**src/hdl/ccd_pkg.sv**
```systemverilog
package ccd_pkg;

	localparam int unsigned CCD_NUM_CH  = 4;
	localparam int unsigned CCD_NUM_OUT = 8;

	// Register map, byte addresses on the configuration port
	localparam logic [7:0] CCD_CH_BASE    = 8'h20;
	localparam logic [7:0] CCD_CH_STRIDE  = 8'h10;
	localparam logic [7:0] CCD_OFS_DIV    = 8'h00;
	localparam logic [7:0] CCD_OFS_PHASE  = 8'h01;
	localparam logic [7:0] CCD_OFS_CHPD   = 8'h02;
	localparam logic [7:0] CCD_OFS_OUT    = 8'h04;

	// Field positions
	localparam int unsigned CCD_DIV_MSB   = 3;
	localparam int unsigned CCD_PD_BIT    = 7;

	// Reset values
	localparam logic [3:0] CCD_DIV_RST_AD  = 4'h0;
	localparam logic [2:0] CCD_DIV_RST_BC  = 3'h1;
	localparam logic [7:0] CCD_PHASE_RST   = 8'h00;
	localparam logic       CCD_PD_RST      = 1'b0;

	// Output k belongs to channel CCD_OUT_CH[k], slot CCD_OUT_SLOT[k]
	localparam logic [7:0][1:0] CCD_OUT_CH   = {2'h3, 2'h2, 2'h2, 2'h1, 2'h1, 2'h0, 2'h0, 2'h0};
	localparam logic [7:0][1:0] CCD_OUT_SLOT = {2'h0, 2'h1, 2'h0, 2'h1, 2'h0, 2'h2, 2'h1, 2'h0};

	function automatic logic [4:0] ccd_ratio(input logic [3:0] sel);
		logic [4:0] r;
		r = 5'h01;
		case (sel)
			4'h1: r = 5'h02;
			4'h2: r = 5'h03;
			4'h3: r = 5'h04;
			4'h4: r = 5'h06;
			4'h5: r = 5'h08;
			4'h6: r = 5'h0C;
			4'h7: r = 5'h10;
			4'h8: r = 5'h18;
			default: r = 5'h01;
		endcase
		return r;
	endfunction

	function automatic logic [7:0] ccd_ch_addr(input logic [1:0] ch, input logic [7:0] ofs);
		return 8'(CCD_CH_BASE + CCD_CH_STRIDE * {6'h00, ch} + ofs);
	endfunction

endpackage

```
**src/hdl/ccd_chan.sv**
```systemverilog
`timescale 1ns/10ps
module ccd_chan
	import ccd_pkg::*;
(
	input  wire logic       clk_i,
	input  wire logic       rst_i,
	input  wire logic       ce_i,
	input  wire logic [3:0] div_sel_i,
	input  wire logic [7:0] phase_i,
	input  wire logic       pwrdn_i,
	input  wire logic       restart_i,
	output logic            clk_lvl_o
);

	typedef struct packed {
		logic [7:0] dly;
		logic [4:0] cnt;
		logic       run;
		logic       lvl;
	} ccd_chan_state_type;

	ccd_chan_state_type s_q;
	ccd_chan_state_type s_d;
	logic [4:0]         ratio;

	always_comb
	begin
		s_d   = s_q;
		ratio = ccd_ratio(div_sel_i);
		// Powered down: parked low, delay reloaded so power-up restarts aligned
		if (restart_i || pwrdn_i)
		begin
			s_d.run = 1'b0;
			s_d.dly = phase_i;
			s_d.cnt = 5'h00;
			s_d.lvl = 1'b0;
		end
		else if (!s_q.run)
		begin
			s_d.lvl = 1'b0;
			if (s_q.dly == 8'h00)
				s_d.run = 1'b1;
			else
				s_d.dly = s_q.dly - 8'h01;
		end
		else
		begin
			if (ratio == 5'h01)
				s_d.lvl = 1'b1;
			else
				s_d.lvl = (s_q.cnt < (ratio >> 1));
			s_d.cnt = (s_q.cnt >= ratio - 5'h01) ? 5'h00 : s_q.cnt + 5'h01;
		end
	end

	always_ff @(posedge clk_i)
	begin
		if (rst_i)
			s_q <= '0;
		else if (ce_i)
			s_q <= s_d;
	end

	assign clk_lvl_o = s_q.lvl;

endmodule

```
**src/hdl/ccd_top.sv**
```systemverilog
`timescale 1ns/10ps
// Function
// - Divider select 0000 passes the input clock straight through with the divider idle.
// - Divider selects 0001 to 1000 divide by 2, 3, 4, 6, 8, 12, 16 and 24; other codes act as bypass.
// - Reset loads 0000 into channels A and D, and 001 plus the strap level into channels B and C.
// - A set channel power-down bit stops the whole channel; it resets to 0.
// - A set output power-down bit stops that output only; it resets to 0.
// - The channel clock starts after phase delay times one input period, 0 to 255; it resets to 0.
module ccd_top
	import ccd_pkg::*;
(
	input  wire logic                   CLK_SYS_I,
	input  wire logic                   RST_I,
	input  wire logic                   CE_I,
	input  wire logic                   BC_DIV_DEFAULT_STRAP_I,
	input  wire logic [7:0]             REG_ADDR_I,
	input  wire logic [7:0]             REG_WDATA_I,
	input  wire logic                   REG_WR_I,
	input  wire logic                   REG_RD_I,
	output logic      [7:0]             REG_RDATA_O,
	output logic      [CCD_NUM_OUT-1:0] CLOCK_OUTPUT_O
);

	typedef struct packed {
		logic [3:0][3:0] div;
		logic [3:0][7:0] phase;
		logic [3:0]      chan_pwrdn;
		logic [7:0]      out_pwrdn;
		logic [3:0]      restart;
		logic [7:0]      rdata;
		logic [7:0]      qout;
	} ccd_top_state_type;

	ccd_top_state_type s_q;
	ccd_top_state_type s_d;
	ccd_top_state_type s_rst;
	logic [3:0]        chan_lvl;

	always_comb
	begin
		s_rst            = '0;
		s_rst.div[0]     = CCD_DIV_RST_AD;
		s_rst.div[3]     = CCD_DIV_RST_AD;
		s_rst.div[1]     = {CCD_DIV_RST_BC, BC_DIV_DEFAULT_STRAP_I};
		s_rst.div[2]     = {CCD_DIV_RST_BC, BC_DIV_DEFAULT_STRAP_I};
		s_rst.phase      = {4{CCD_PHASE_RST}};
		s_rst.chan_pwrdn = {4{CCD_PD_RST}};
		s_rst.out_pwrdn  = {8{CCD_PD_RST}};
		s_rst.restart    = 4'hF;
	end

	always_comb
	begin
		s_d         = s_q;
		s_d.restart = 4'h0;
		if (REG_WR_I)
		begin
			for (int c = 0; c < CCD_NUM_CH; c++)
			begin
				if (REG_ADDR_I == ccd_ch_addr(2'(c), CCD_OFS_DIV))
				begin
					s_d.div[c]     = REG_WDATA_I[CCD_DIV_MSB:0];
					s_d.restart[c] = 1'b1;
				end
				else if (REG_ADDR_I == ccd_ch_addr(2'(c), CCD_OFS_PHASE))
				begin
					s_d.phase[c]   = REG_WDATA_I;
					s_d.restart[c] = 1'b1;
				end
				else if (REG_ADDR_I == ccd_ch_addr(2'(c), CCD_OFS_CHPD))
				begin
					s_d.chan_pwrdn[c] = REG_WDATA_I[CCD_PD_BIT];
				end
			end
			for (int k = 0; k < CCD_NUM_OUT; k++)
			begin
				if (REG_ADDR_I == ccd_ch_addr(CCD_OUT_CH[k], 8'(CCD_OFS_OUT + {6'h00, CCD_OUT_SLOT[k]})))
					s_d.out_pwrdn[k] = REG_WDATA_I[CCD_PD_BIT];
			end
		end
		// Unmapped and reserved bits read as zero
		if (REG_RD_I)
		begin
			s_d.rdata = 8'h00;
			for (int c = 0; c < CCD_NUM_CH; c++)
			begin
				if (REG_ADDR_I == ccd_ch_addr(2'(c), CCD_OFS_DIV))
					s_d.rdata = {4'h0, s_q.div[c]};
				else if (REG_ADDR_I == ccd_ch_addr(2'(c), CCD_OFS_PHASE))
					s_d.rdata = s_q.phase[c];
				else if (REG_ADDR_I == ccd_ch_addr(2'(c), CCD_OFS_CHPD))
					s_d.rdata = {s_q.chan_pwrdn[c], 7'h00};
			end
			for (int k = 0; k < CCD_NUM_OUT; k++)
			begin
				if (REG_ADDR_I == ccd_ch_addr(CCD_OUT_CH[k], 8'(CCD_OFS_OUT + {6'h00, CCD_OUT_SLOT[k]})))
					s_d.rdata = {s_q.out_pwrdn[k], 7'h00};
			end
		end
		for (int k = 0; k < CCD_NUM_OUT; k++)
			s_d.qout[k] = chan_lvl[CCD_OUT_CH[k]] & ~s_q.out_pwrdn[k];
	end

	// Synchronous reset, so the strap level may be loaded directly
	always_ff @(posedge CLK_SYS_I)
	begin
		if (RST_I)
			s_q <= s_rst;
		else if (CE_I)
			s_q <= s_d;
	end

	for (genvar c = 0; c < CCD_NUM_CH; c++)
	begin : g_chan
		ccd_chan u_chan (
			.clk_i     (CLK_SYS_I),
			.rst_i     (RST_I),
			.ce_i      (CE_I),
			.div_sel_i (s_q.div[c]),
			.phase_i   (s_q.phase[c]),
			.pwrdn_i   (s_q.chan_pwrdn[c]),
			.restart_i (s_q.restart[c]),
			.clk_lvl_o (chan_lvl[c])
		);
	end

	assign REG_RDATA_O    = s_q.rdata;
	assign CLOCK_OUTPUT_O = s_q.qout;

endmodule

```
**config.mk**
```make
export PLATFORM = sky130hd
export DESIGN_NAME = ccd_top
export DESIGN_NICKNAME = d
export VERILOG_FILES = /design/src/hdl/ccd_pkg.sv /design/src/hdl/ccd_chan.sv /design/src/hdl/ccd_top.sv
export SDC_FILE = /design/constraint.sdc
export NUM_CORES = 1
export LEC_CHECK = 0
export BUFFER_PORTS_ARGS = -buffer_cell sky130_fd_sc_hd__buf_2
export CORE_ASPECT_RATIO = 2
export CORE_MARGIN = 2
export CORE_UTILIZATION = 58
export CTS_BUF_LIST = sky130_fd_sc_hd__clkbuf_4 sky130_fd_sc_hd__clkbuf_8
export CTS_CLUSTER_SIZE = 10
export DETAILED_ROUTE_END_ITERATION = 7
export GPL_TIMING_DRIVEN = 0
export HOLD_SLACK_MARGIN = 0.12
export PLACE_DENSITY_LB_ADDON = 0.25
export SETUP_SLACK_MARGIN = 0.5
export SLEW_MARGIN = 10
export SYNTH_ARGS = -nofsm -noshare
export SYNTH_HDL_FRONTEND = slang
export SYNTH_SLANG_ARGS = --single-unit
```
**constraint.sdc**
```tcl
create_clock -name CLK_SYS_I -period 2.84 [get_ports CLK_SYS_I]
set_clock_uncertainty 0.1 [all_clocks]
set_input_delay 0.284 -clock CLK_SYS_I [delete_from_list [all_inputs] [get_ports CLK_SYS_I]]
set_output_delay 0.284 -clock CLK_SYS_I [all_outputs]
set_load 0.01 [all_outputs]
```
==> results of run 1 <==
==> area by class of cell <==
| class | instances | area [um^2] |
|---|---|---|
| Buffer | 78 | 403 |
| Clock buffer | 22 | 297 |
| Clock inverter | 10 | 73.8 |
| Fill cell | 1283 | 4820 |
| Inverter | 43 | 161 |
| Multi-Input combinational cell | 800 | 5390 |
| Sequential cell | 150 | 3020 |
| Tap cell | 195 | 244 |
| Timing Repair Buffer | 49 | 320 |
==> cells by family (layout without fill, tap and decap cells) <==
| family | after synthesis | after routing |
|---|---|---|
| and+or+nand+nor | 401 | 401 |
| buffers and inverters | 121 | 202 |
| AOI/OAI and AO/OA | 265 | 265 |
| xor gates and xnor gates | 16 | 16 |
| DFF | 150 | 150 |
| muxes | 56 | 56 |
| adders and majority gates | 62 | 62 |
==> synthesized netlist by cell type, types with 4 or more instances <==
cell        n  area (um^2)
nor2_1    169          634
dfxtp_1   148         2960
nand2_1    96          360
ha_1       62          776
a21oi_1    59          295
mux2i_1    56          561
o21ai_0    49          245
clkbuf_1   45          169
inv_1      42          158
a22oi_1    32          240
nand3_1    31          155
nor3_1     22          110
buf_4      16          120
a31oi_1    15         93.8
nand2b_1   14         87.6
a21o_1     12         90.1
xnor2_1    12          105
a22o_1     11         96.3
o21a_1     11         82.6
nor2b_1    10         62.6
a221oi_1    9         78.8
nand3b_1    9         67.6
o22ai_1     9         56.3
a211oi_1    8         60.1
nor2_4      8         90.1
o211ai_1    8         60.1
or2_2       8         50.1
buf_1       7         26.3
buf_2       7         35.0
a32o_1      5         50.1
a41oi_1     5         43.8
nand4_1     5         31.3
nor3b_1     5         37.5
a311oi_1    4         35.0
o31ai_1     4         30.0
o41ai_1     4         35.0
xor2_1      4         35.0
==> sequential cells by signal (all words and copies together), names as in the netlist <==
name,flops
g_chan.u_chan.s_q,56
g_chan.u_chan.ratio,10
s_q,64
CLOCK_OUTPUT_O,8
REG_RDATA_O,8
g_chan.u_chan.clk_lvl_o,4
==> power by group through the flow <==
| stage | Combinational [mW] | Sequential (mW) | Clock (mW) |
|---|---|---|---|
| 2_1_floorplan | 0.463 | 2.24 | 0 |
| 4_1_cts | 0.673 | 2.20 | 1.56 |
| 6_report | 0.698 | 2.21 | 1.55 |
| 3_3_place_gp | 0.629 | 2.25 | 0 |
| 5_1_grt | 0.764 | 2.21 | 1.65 |
| 3_5_place_dp | 0.640 | 2.26 | 0 |
==> cells in the final DEF (no fill, tap or decap), types with 10 or more instances in the layout <==
cell,Yosys,final
buf_4,16,31
dfxtp_1,148,148
clkbuf_1,45,40
a21oi_1,59,57
nor3_1,22,22
a21o_1,12,12
a31oi_1,15,13
xnor2_1,12,10
o21ai_0,49,48
nor2_1,169,166
nand2_1,96,94
inv_1,42,36
clkbuf_8,0,21
a22oi_1,32,31
buf_2,7,32
nor2_4,8,10
nand2b_1,14,14
o21a_1,11,11
a22o_1,11,11
mux2i_1,56,56
nand3_1,31,31
ha_1,62,54
==> final timing paths <==
| kind | slack, ns | to | cells after the start |
|---|---|---|---|
| setup / recovery | -0.13 | g_chan[1].u_chan.s_q[4] | 14 |
| hold / removal | 0.16 | s_q[48] | 3 |
| setup reg to reg | -0.13 | g_chan[1].u_chan.s_q[4] | 14 |
| hold reg to reg | 0.37 | CLOCK_OUTPUT_O[7] | 2 |
==> tightest hold or removal path, delay by kind of cell <==
kind          cells  cell delay [ns]
buf+inv           1             0.20
mux               1             0.16
simple gates      1             0.05
==> routing by layer <==
| metal | up-vias | global-route usage | share of wire |
|---|---|---|---|
| met1 | 3993 | 0.337 | 0.36 |
| met2 | 326 | 0.613 | 0.53 |
| li1 | 3931 | - | - |
| met3 | 124 | 0.0480 | 0.043 |
| met5 | - | 0 | 0 |
| met4 | 0 | 0.249 | 0.070 |
==> metrics by stage <==
stage | setup WS, ns | TNS, ns | hold WS [ns]
CTS | -0.122 | -0.227 | 0.131
finish | -0.126 | -0.238 | 0.163
global placement | -0.242 | -2.47 | 0.350
global route | -0.273 | -0.997 | 0.158
detailed placement | -0.252 | -2.88 | 0.360
floorplan | 0.177 | 0 | 0.331
==> what timing repair did <==
item                       4_1_cts  5_1_grt
cloned                           0        0
resized for setup               13       17
hold buffers                     5        0
hold endpoints to repair        15        0
setup endpoints to repair       32       22
buffers inserted                12        5
pin swaps                       16       10
==> summary.md, run 1 <==
| Metric | Value |
|---|---|
| Worst endpoint required time | 3.13 ns |
| Mux contribution to synthesized area | 0.0643 |
| Final non-filler cell total | 1347 |
| Synth Flop Type | dfxtp_1 |
| First-pass GRT wire length | 41700 um |
| Final Max Tran Viols | 0 |
| DRT Pass-1 Iters | 5 |
| RSZ-0062 raised after global routing | yes |
| Total CTS buffers | 17 |
| Highest ir drop seen on vdd | 0.000293 V |
| Crit Path Class | flip-flop to flip-flop |
| Die H | 177 um |
| Ys Warns | 0 |
| Final ANT Viol Nets | 0 |
| Post-synth EDFFs | 2 |
| Total chip power | 4.45 mW |
| Logic pwr share | 0.157 |
| Sw Pwr | 1.34 mW |
| Setup crit start | s_q[68] |
| Slew HR | 0.428 |
| Simple-gate portion of the synthesized area | 0.218 |
| Synth Area in Compound Gates | 0.203 |
| Final period util | 1.04 |
| Clock sink count | 150 |
| Final hold violation count | 0 |
| Status | complete, but fails checks |
| Max incr delay on CP | 0.46 ns |
| Crit path launch type | flip-flop |
| Largest family of logic cells by synthesized area | simple AND/OR/NAND/NOR gates |
| Port Buffer Count | 27 |
| Final worst-path setup slack | -0.126 ns |
| CTS tree | yes |
| Vias in the first global route | 8195 |
| P_int | 3.11 mW |
| I/O pin cnt | 38 |
| Gr ovfl total | 0 |
| Drt initial violations | 602 |
| Adder-Cell Fraction of Synth Area | 0.0891 |
| Post-DP Area | 0.00924 mm^2 |
| Final instance area | 0.00992 mm^2 |
| Post-Syn Area per Cell | 8.13 um^2 |
| Static Leak | 3.72 nW |
| Violated checks | negative setup slack |
| Post-Syn Nets | 1155 |
| Sw Share | 0.302 |
| Worst setup EP type | flip-flop |
| Post-synthesis sequential area ratio | 0.347 |
| Post-synthesis cell area | 0.00871 mm^2 |
| CP cell instances | inv_2, ha_4, mux2i_1, or2_4, ha_4, o21ai_2, nand2_1, a31oi_1, ha_1, nand2_1, nand4_1, a311oi_2, nand2b_1, a31oi_1 |
| Core area | 0.0147 mm^2 |
| Total Wirelength | 26400 um |
| Delay-heaviest family, CP | compound AO/OA/AOI/OAI gates |
| Crit Path Max Fanout | 4 |
| Unique cell type count in the Yosys netlist | 69 |
| Pin count of the biggest net entering global routing | 17 |
| Clock power share | 0.348 |
| Buf+Inv Stages, Crit Path | 1 |
| Sequential Power Share | 0.496 |
| Diodes inserted | 0 |
| Synthesis-stage register bit count | 150 |
| FP Rows | 63 |
| Actual slew at the worst max-slew pin | 0.849 ns |
| WL per Instance | 19.6 um |
| DR DRC count | 0 |
| Async S/R FF share, synth | 0 |
| Vias per inst | 6.22 |
| Cell Pwr Density | 449 mW/mm^2 |
| Gr usage total | 0.334 |
| Hpwl dp | 19600 um |
| Die Width | 90.7 um |
| Die area | 0.0161 mm^2 |
| Final Setup Violations | 4 |
| Cells after DPL | 1293 |
| Hold crit path type | input pin to flip-flop |
| Final core utilization | 0.673 |
| Initial antenna violation count | 0 |
| Starting Density | 0.591 |
| Routability cong. | 0.960 |
| Vias | 8374 |
| Max Cap Viol | 0 |
| Clock Latency Late Sink | 0.47 ns |
| Slowest CP cell | edfxtp_1 |
| Root buffer cell | clkbuf_8 |
| Synth-to-layout area growth | 13.8% |
| Clk buf depth | 2 |
| H-tree depth | 4 |
| Hold_sp | REG_WDATA_I[0] |
| XOR/XNOR Fraction of Synth Area | 0.0161 |
| Mapped Cells | 1071 |
| Layout cells sized above 1 | 0.147 |
| Worst Path Arrival | 3.25 ns |
| Worst R2R Start | s_q[68] |
| Highest clock rate | 337 MHz |
| Clock transition at the registers of the reported paths | 0.09 ns |
| Final nets | 1223 |
| Min Tclk post-route | 2.97 ns |
(Power assumes the default switching activity.)
==> inputs of run 2 (changes only) <==
Settings changed: CELL_PAD_IN_SITES_DETAIL_PLACEMENT set to 1, CELL_PAD_IN_SITES_GLOBAL_PLACEMENT set to 1, CORE_UTILIZATION 58 to 44, HOLD_SLACK_MARGIN 0.12 to 0.05.
==> run 2 against run 1 <==
  * The flow still finishes with violations (negative setup slack)
  * Non-clock buffer count up 4
  * Power rose by 11%
  * Wire length is 19% higher
  * Worst hold slack worse by 0.073 ns
  * Largest power group unchanged
==> summary.md, run 2 (same netlist as run 1, synthesis figures left out) <==
| Metric | Value |
|---|---|
| Total CTS buffers | 17 (unchanged) |
| Diodes inserted | 0 (unchanged) |
| Final core utilization | 0.529 (-0.144) |
| Port Buffer Count | 27 (unchanged) |
| Worst R2R Start | s_q[68] |
| Area of the multi-input gates | 0.00550 mm^2 (+2.0%) |
| WL per Instance | 22.1 um (+13%) |
| Die Width | 103 um (+14%) |
| Actual slew at the worst max-slew pin | 0.875 ns (+0.0266 ns) |
| Number of flip-flops in the largest register | 64 (unchanged) |
| Final period util | 1.08 (+0.0374) |
| Die H | 203 um (+14%) |
| Fin Setup TNS | -0.870 ns (-0.632 ns) |
| Gr usage total | 0.303 (-0.0303) |
| Final Setup Violations | 5 (+1) |
| Final hold violation count | 0 (unchanged) |
| Commonest non-fill, non-tap cell in the layout | nor2_1 |
| Starting Density | 0.450 (-0.141) |
| FP Rows | 72 (+14%) |
| Vias per inst | 6.03 (-3.0%) |
| Crit path launch type | flip-flop |
| RSZ-0062 raised after global routing | yes |
| Max incr delay on CP | 0.46 ns (about the same) |
| Pin count of the biggest net entering global routing | 17 (unchanged) |
| Static Leak | 3.83 nW (+3.0%) |
| Highest clock rate | 326 MHz (-3.5%) |
| I/O pin cnt | 38 (unchanged) |
| Violated checks | negative setup slack |
| CP cell instances | inv_2, ha_4, mux2i_1, or2_4, ha_4, o21ai_2, nand2_1, a31oi_1, ha_1, nand2_2, nand4_1, a311oi_2, nand2_1, a31oi_1 |
| Routability cong. | 0.970 (+1.1%) |
| Final worst-path setup slack | -0.232 ns (-0.106 ns) |
| Reg area | 0.00303 mm^2 (+0.17%) |
| Final ANT Viol Nets | 0 (unchanged) |
| H-tree depth | 4 (unchanged) |
| Total Wirelength | 31200 um (+19%) |
| Synth-to-layout area growth | 17.6% |
| Clk buf depth | 2 (unchanged) |
| Gr ovfl total | 0 (unchanged) |
| Hold_ws | 0.0893 ns (-0.0733 ns) |
| Slowest CP cell | edfxtp_1 |
| Vias | 8525 (+1.8%) |
| Hold_sp | REG_WR_I |
| Setup crit start | s_q[68] |
| Final Max Tran Viols | 0 (unchanged) |
| Slew HR | 0.410 (-0.0179) |
| Final nets | 1227 (+0.33%) |
| Vias in the first global route | 8982 (+9.6%) |
| Clock transition at the registers of the reported paths | 0.08 ns (about the same) |
| Clock Latency Late Sink | 0.49 ns (+0.02 ns) |
| Filler cells | 2342 (+83%) |
| Core area | 0.0194 mm^2 (+31%) |
| Top reg by flops | s_q |
| Hold crit path type | input pin to flip-flop |
| Layout cells sized above 1 | 0.172 (+0.0257) |
| Worst setup EP type | flip-flop |
| Min Tclk post-route | 3.07 ns (+0.106 ns) |
| Die area | 0.0210 mm^2 (+31%) |
| Status | complete, but fails checks |
| First-pass GRT wire length | 47900 um (+15%) |
| Hpwl dp | 23000 um (+17%) |
| CTS tree | yes |
| DRT Pass-1 Iters | 6 (+1) |
| Commonest non-fill, non-tap cells in the layout | nor2_1, dfxtp_1, nand2_1 |
| Drt initial violations | 377 (-37%) |
| Initial antenna violation count | 0 (unchanged) |
| Crit Path Max Fanout | 4 (unchanged) |
| Crit Path Class | flip-flop to flip-flop |
| Clock sink count | 150 (unchanged) |
| Root buffer cell | clkbuf_8 |
| Cell Pwr Density | 482 mW/mm^2 (+7.2%) |
| Max Cap Viol | 0 (unchanged) |
| Highest ir drop seen on vdd | 0.000332 V (+13%) |
| DR DRC count | 0 (unchanged) |
| Worst Path Arrival | 3.37 ns (+0.12 ns) |
| Worst endpoint required time | 3.14 ns (about the same) |
## run 2: cell count changes in the layout (fill, tap and decap cells not counted), sizes merged
cell,delta
buf,+4
bufinv,+5
clkdlybuf4s15,+1
clkinv,-3
clkinvlp,-4
dlygate4sd3,-1
## run 2: final cells by class
cell class | count | share of cell area
Clock buffer | 22 | 0.0290
Tap cell | 259 | 0.0316
Sequential cell | 150 | 0.296
Clock inverter | 8 | 0.0167
Multi-Input combinational cell | 800 | 0.537
Timing Repair Buffer | 53 | 0.0336
Buffer | 78 | 0.0407
Inverter | 43 | 0.0158
## run 2: routing by layer
metal	global-route usage	vias to the layer above	share of wire
met4	0.196	0	0.065
met2	0.558	239	0.55
li1	-	3929	-
met1	0.299	4249	0.35
met3	0.0489	108	0.038
met5	0	-	0
## run 2: repair_timing
item                                    CTS  global route
setup buffers                            14             8
endpoints found under the setup margin   52            30
pin swaps                                16            23
hold endpoints to repair                 13             0
gates resized for setup                  21            41
hold buffers                              4             0
## run 2: metrics by stage
step                      setup slack (ns)  instance area, um^2  power, mW  std cells
after floorplan                      0.177                 8860       2.70       1071
after global placement              -0.378                 9320       2.91       1357
after detailed placement            -0.383                 9330       2.93       1357
after CTS                           -0.230                10000       4.92       1405
after global routing                -0.347                10200       5.11       1413
final                               -0.232                10200       4.93       1413
## run 2: final timing paths
check                           cells past startpoint                    endpoint  slack, ns
worst min register to register                      2  g_chan[3].u_chan.clk_lvl_o       0.37
worst max register to register                     14     g_chan[1].u_chan.s_q[6]      -0.23
worst max-delay path                               14     g_chan[1].u_chan.s_q[6]      -0.23
worst min-delay path                                3                     s_q[16]       0.09
## run 2: report_power, final
group / internal, mW / leakage (nW) / total (mW) / switching, mW
Sequential: 2.16 / 1.22 / 2.21 / 0.0536
Combinational: 0.254 / 2.38 / 0.735 / 0.481
Clock: 1.14 / 0.234 / 1.99 / 0.849
Total: 3.55 / 3.83 / 4.93 / 1.38
## run 2: critical path, delay by kind of cell (launching register included)
kind / cells / cell delay, ns
fa+ha+maj: 3 / 0.74
simple gates: 5 / 0.68
compound gates: 4 / 0.86
buf+inv: 1 / 0.09
mux: 1 / 0.06
flops: 1 / 0.46
==> inputs of run 3 (changes only) <==
==> constraint.sdc (replaced) <==
create_clock -name CLK_SYS_I -period 2.84 [get_ports CLK_SYS_I]
set_clock_uncertainty 0.1 [all_clocks]
set_input_delay 0.568 -clock CLK_SYS_I [delete_from_list [all_inputs] [get_ports CLK_SYS_I]]
set_output_delay 0.568 -clock CLK_SYS_I [all_outputs]
set_load 0.01 [all_outputs]
==> run 3 against run 2 <==
  * The flow still finishes with violations (negative setup slack)
  * Sequential share of layout area fell by 0.34 points
  * Non-clock buffer count up 12
  * Via count grew 0.13%
  * Flip-flop and latch count unchanged
  * Critical path depth grew 1
  * Critical endpoint is now g_chan[1].u_chan.s_q[4]
  * Largest power group unchanged
  * Highest routed layer unchanged
==> summary.md, run 3 (same netlist as run 1, synthesis figures left out) <==
| Metric | Value |
|---|---|
| Status | complete, but fails checks |
| Violated checks | negative setup slack |
| Drt initial violations | 352 (-6.6%) |
| Crit path launch type | flip-flop |
| Final nets | 1239 (+0.98%) |
| Number of flip-flops in the largest register | 64 (unchanged) |
| Worst endpoint required time | 3.15 ns (about the same) |
| Root buffer cell | clkbuf_8 |
| FP Rows | 72 (unchanged) |
| Gr usage total | 0.301 (-0.00188) |
| Final ANT Viol Nets | 0 (unchanged) |
| Gr ovfl total | 0 (unchanged) |
| Vias in the first global route | 8878 (-1.2%) |
| H-tree depth | 4 (unchanged) |
| Hold crit path type | input pin to flip-flop |
| Diodes inserted | 0 (unchanged) |
| WL per Instance | 21.8 um (-1.2%) |
| Synth-to-layout area growth | 19.1% |
| Hold_sp | REG_WDATA_I[4] |
| DRT Pass-1 Iters | 5 (-1) |
| Highest ir drop seen on vdd | 0.000245 V (-26%) |
| Worst R2R Start | s_q[68] |
| Pin count of the biggest net entering global routing | 17 (unchanged) |
| Port Buffer Count | 27 (unchanged) |
| Worst Path Arrival | 3.34 ns (-0.03 ns) |
| Min Tclk post-route | 3.03 ns (-0.0462 ns) |
| Final core utilization | 0.536 (+0.00678) |
| Static Leak | 3.88 nW (+1.1%) |
| Clock transition at the registers of the reported paths | 0.09 ns (about the same) |
| Top reg by flops | s_q |
| Clk buf depth | 2 (unchanged) |
| I/O pin cnt | 38 (unchanged) |
| Die area | 0.0210 mm^2 (unchanged) |
| Total Wirelength | 31100 um (-0.26%) |
| Vias per inst | 5.98 (-0.85%) |
| RSZ-0062 raised after global routing | yes |
| First-pass GRT wire length | 47600 um (-0.58%) |
| Worst setup EP type | flip-flop |
| Hpwl dp | 23100 um (+0.43%) |
| Crit Path Max Fanout | 4 (unchanged) |
| Die H | 203 um (unchanged) |
| Final period util | 1.07 (-0.0163) |
| Routability cong. | 0.942 (-3.0%) |
| Crit Path Class | flip-flop to flip-flop |
| Vias | 8536 (+0.13%) |
| Highest clock rate | 330 MHz (+1.5%) |
| Starting Density | 0.450 (unchanged) |
| Max Cap Viol | 0 (unchanged) |
| Slew HR | 0.392 (-0.0182) |
| Final Max Tran Viols | 0 (unchanged) |
| Clock Latency Late Sink | 0.48 ns (about the same) |
| Actual slew at the worst max-slew pin | 0.912 ns (+0.0366 ns) |
| Cells after DPL | 1357 (unchanged) |
| Die Width | 103 um (unchanged) |
| CTS Hold Bufs | 0 (-4) |
| Commonest non-fill, non-tap cells in the layout | nor2_1, dfxtp_1, nand2_1 |
| Cell Pwr Density | 451 mW/mm^2 (-6.4%) |
| Commonest non-fill, non-tap cell in the layout | nor2_1 |
| Layout cells sized above 1 | 0.205 (+0.0322) |
| DR DRC count | 0 (unchanged) |
| CTS tree | yes |
| Final worst-path setup slack | -0.186 ns (+0.0462 ns) |
| Final Setup Violations | 5 (unchanged) |
| Core area | 0.0194 mm^2 (unchanged) |
| Final hold violation count | 0 (unchanged) |
| Total CTS buffers | 17 (unchanged) |
| Clock sink count | 150 (unchanged) |
| Setup crit start | s_q[68] |
| Final non-filler cell total | 1427 (+0.99%) |
| Initial antenna violation count | 0 (unchanged) |
[run 3: worst paths after layout]
| kind | end | slack, ns | cells after the start |
|---|---|---|---|
| worst min-delay path | s_q[44] | 0.32 | 3 |
| worst min register to register | CLOCK_OUTPUT_O[7] | 0.37 | 2 |
| worst max register to register | g_chan[1].u_chan.s_q[4] | -0.19 | 15 |
| worst max-delay path | g_chan[1].u_chan.s_q[4] | -0.19 | 15 |
[run 3: stage by stage]
| stage | setup WS (ns) | power, mW | TNS (ns) | hold WS (ns) | area [um^2] |
|---|---|---|---|---|---|
| floorplan | 0.177 | 2.70 | 0 | 0.331 | 8890 |
| global placement | -0.895 | 2.91 | -39.78 | 0.350 | 9350 |
| detailed placement | -0.911 | 2.93 | -42.92 | 0.364 | 9350 |
| CTS | -0.0401 | 4.67 | -0.0401 | 0.294 | 10100 |
| global route | -0.313 | 4.86 | -1.33 | 0.323 | 10400 |
| finish | -0.186 | 4.68 | -0.455 | 0.318 | 10400 |
[run 3: what timing repair did]
| action | in CTS | in global routing |
|---|---|---|
| pin swaps | 16 | 24 |
| resized for setup | 33 | 54 |
| setup buffers | 20 | 18 |
| setup endpoints to repair | 138 | 44 |
[run 3: final cells by class]
class	instances	area, um^2
Tap cell	259	324
Multi-Input combinational cell	800	5570
Clock buffer	17	234
Sequential cell	150	3030
Inverter	43	161
Timing Repair Buffer	65	449
Buffer	78	437
Clock inverter	15	170
Fill cell	2365	8990
[run 3: layer usage]
layer / track usage / wire [um] / vias up / part of all wire
li1: - / - / 3963 / -
met1: 0.292 / 10800 / 4236 / 0.35
met2: 0.553 / 17000 / 213 / 0.54
met3: 0.0499 / 1020 / 124 / 0.033
met4: 0.206 / 2400 / 0 / 0.077
met5: 0 / 0 / - / 0
[run 3: worst max-delay path: stages, from the launching register on]
cell and delay (ns):
edfxtp_1 0.44, inv_2 0.11, ha_4 0.13, nor2b_4 0.14, and2_4 0.17, nor2_4 0.04, buf_4 0.13, ha_1 0.26
inv_1 0.04, ha_1 0.26, a21o_1 0.16, a21o_1 0.22, a311oi_2 0.34, buf_4 0.20, nand2b_1 0.06, a31oi_1 0.16
[run 3: power breakdown]
part / switching, mW / total (mW) / internal (mW) / leakage [nW]
Clock: 0.930 / 1.73 / 0.800 / 0.199
Sequential: 0.0535 / 2.21 / 2.15 / 1.22
Combinational: 0.479 / 0.739 / 0.260 / 2.46
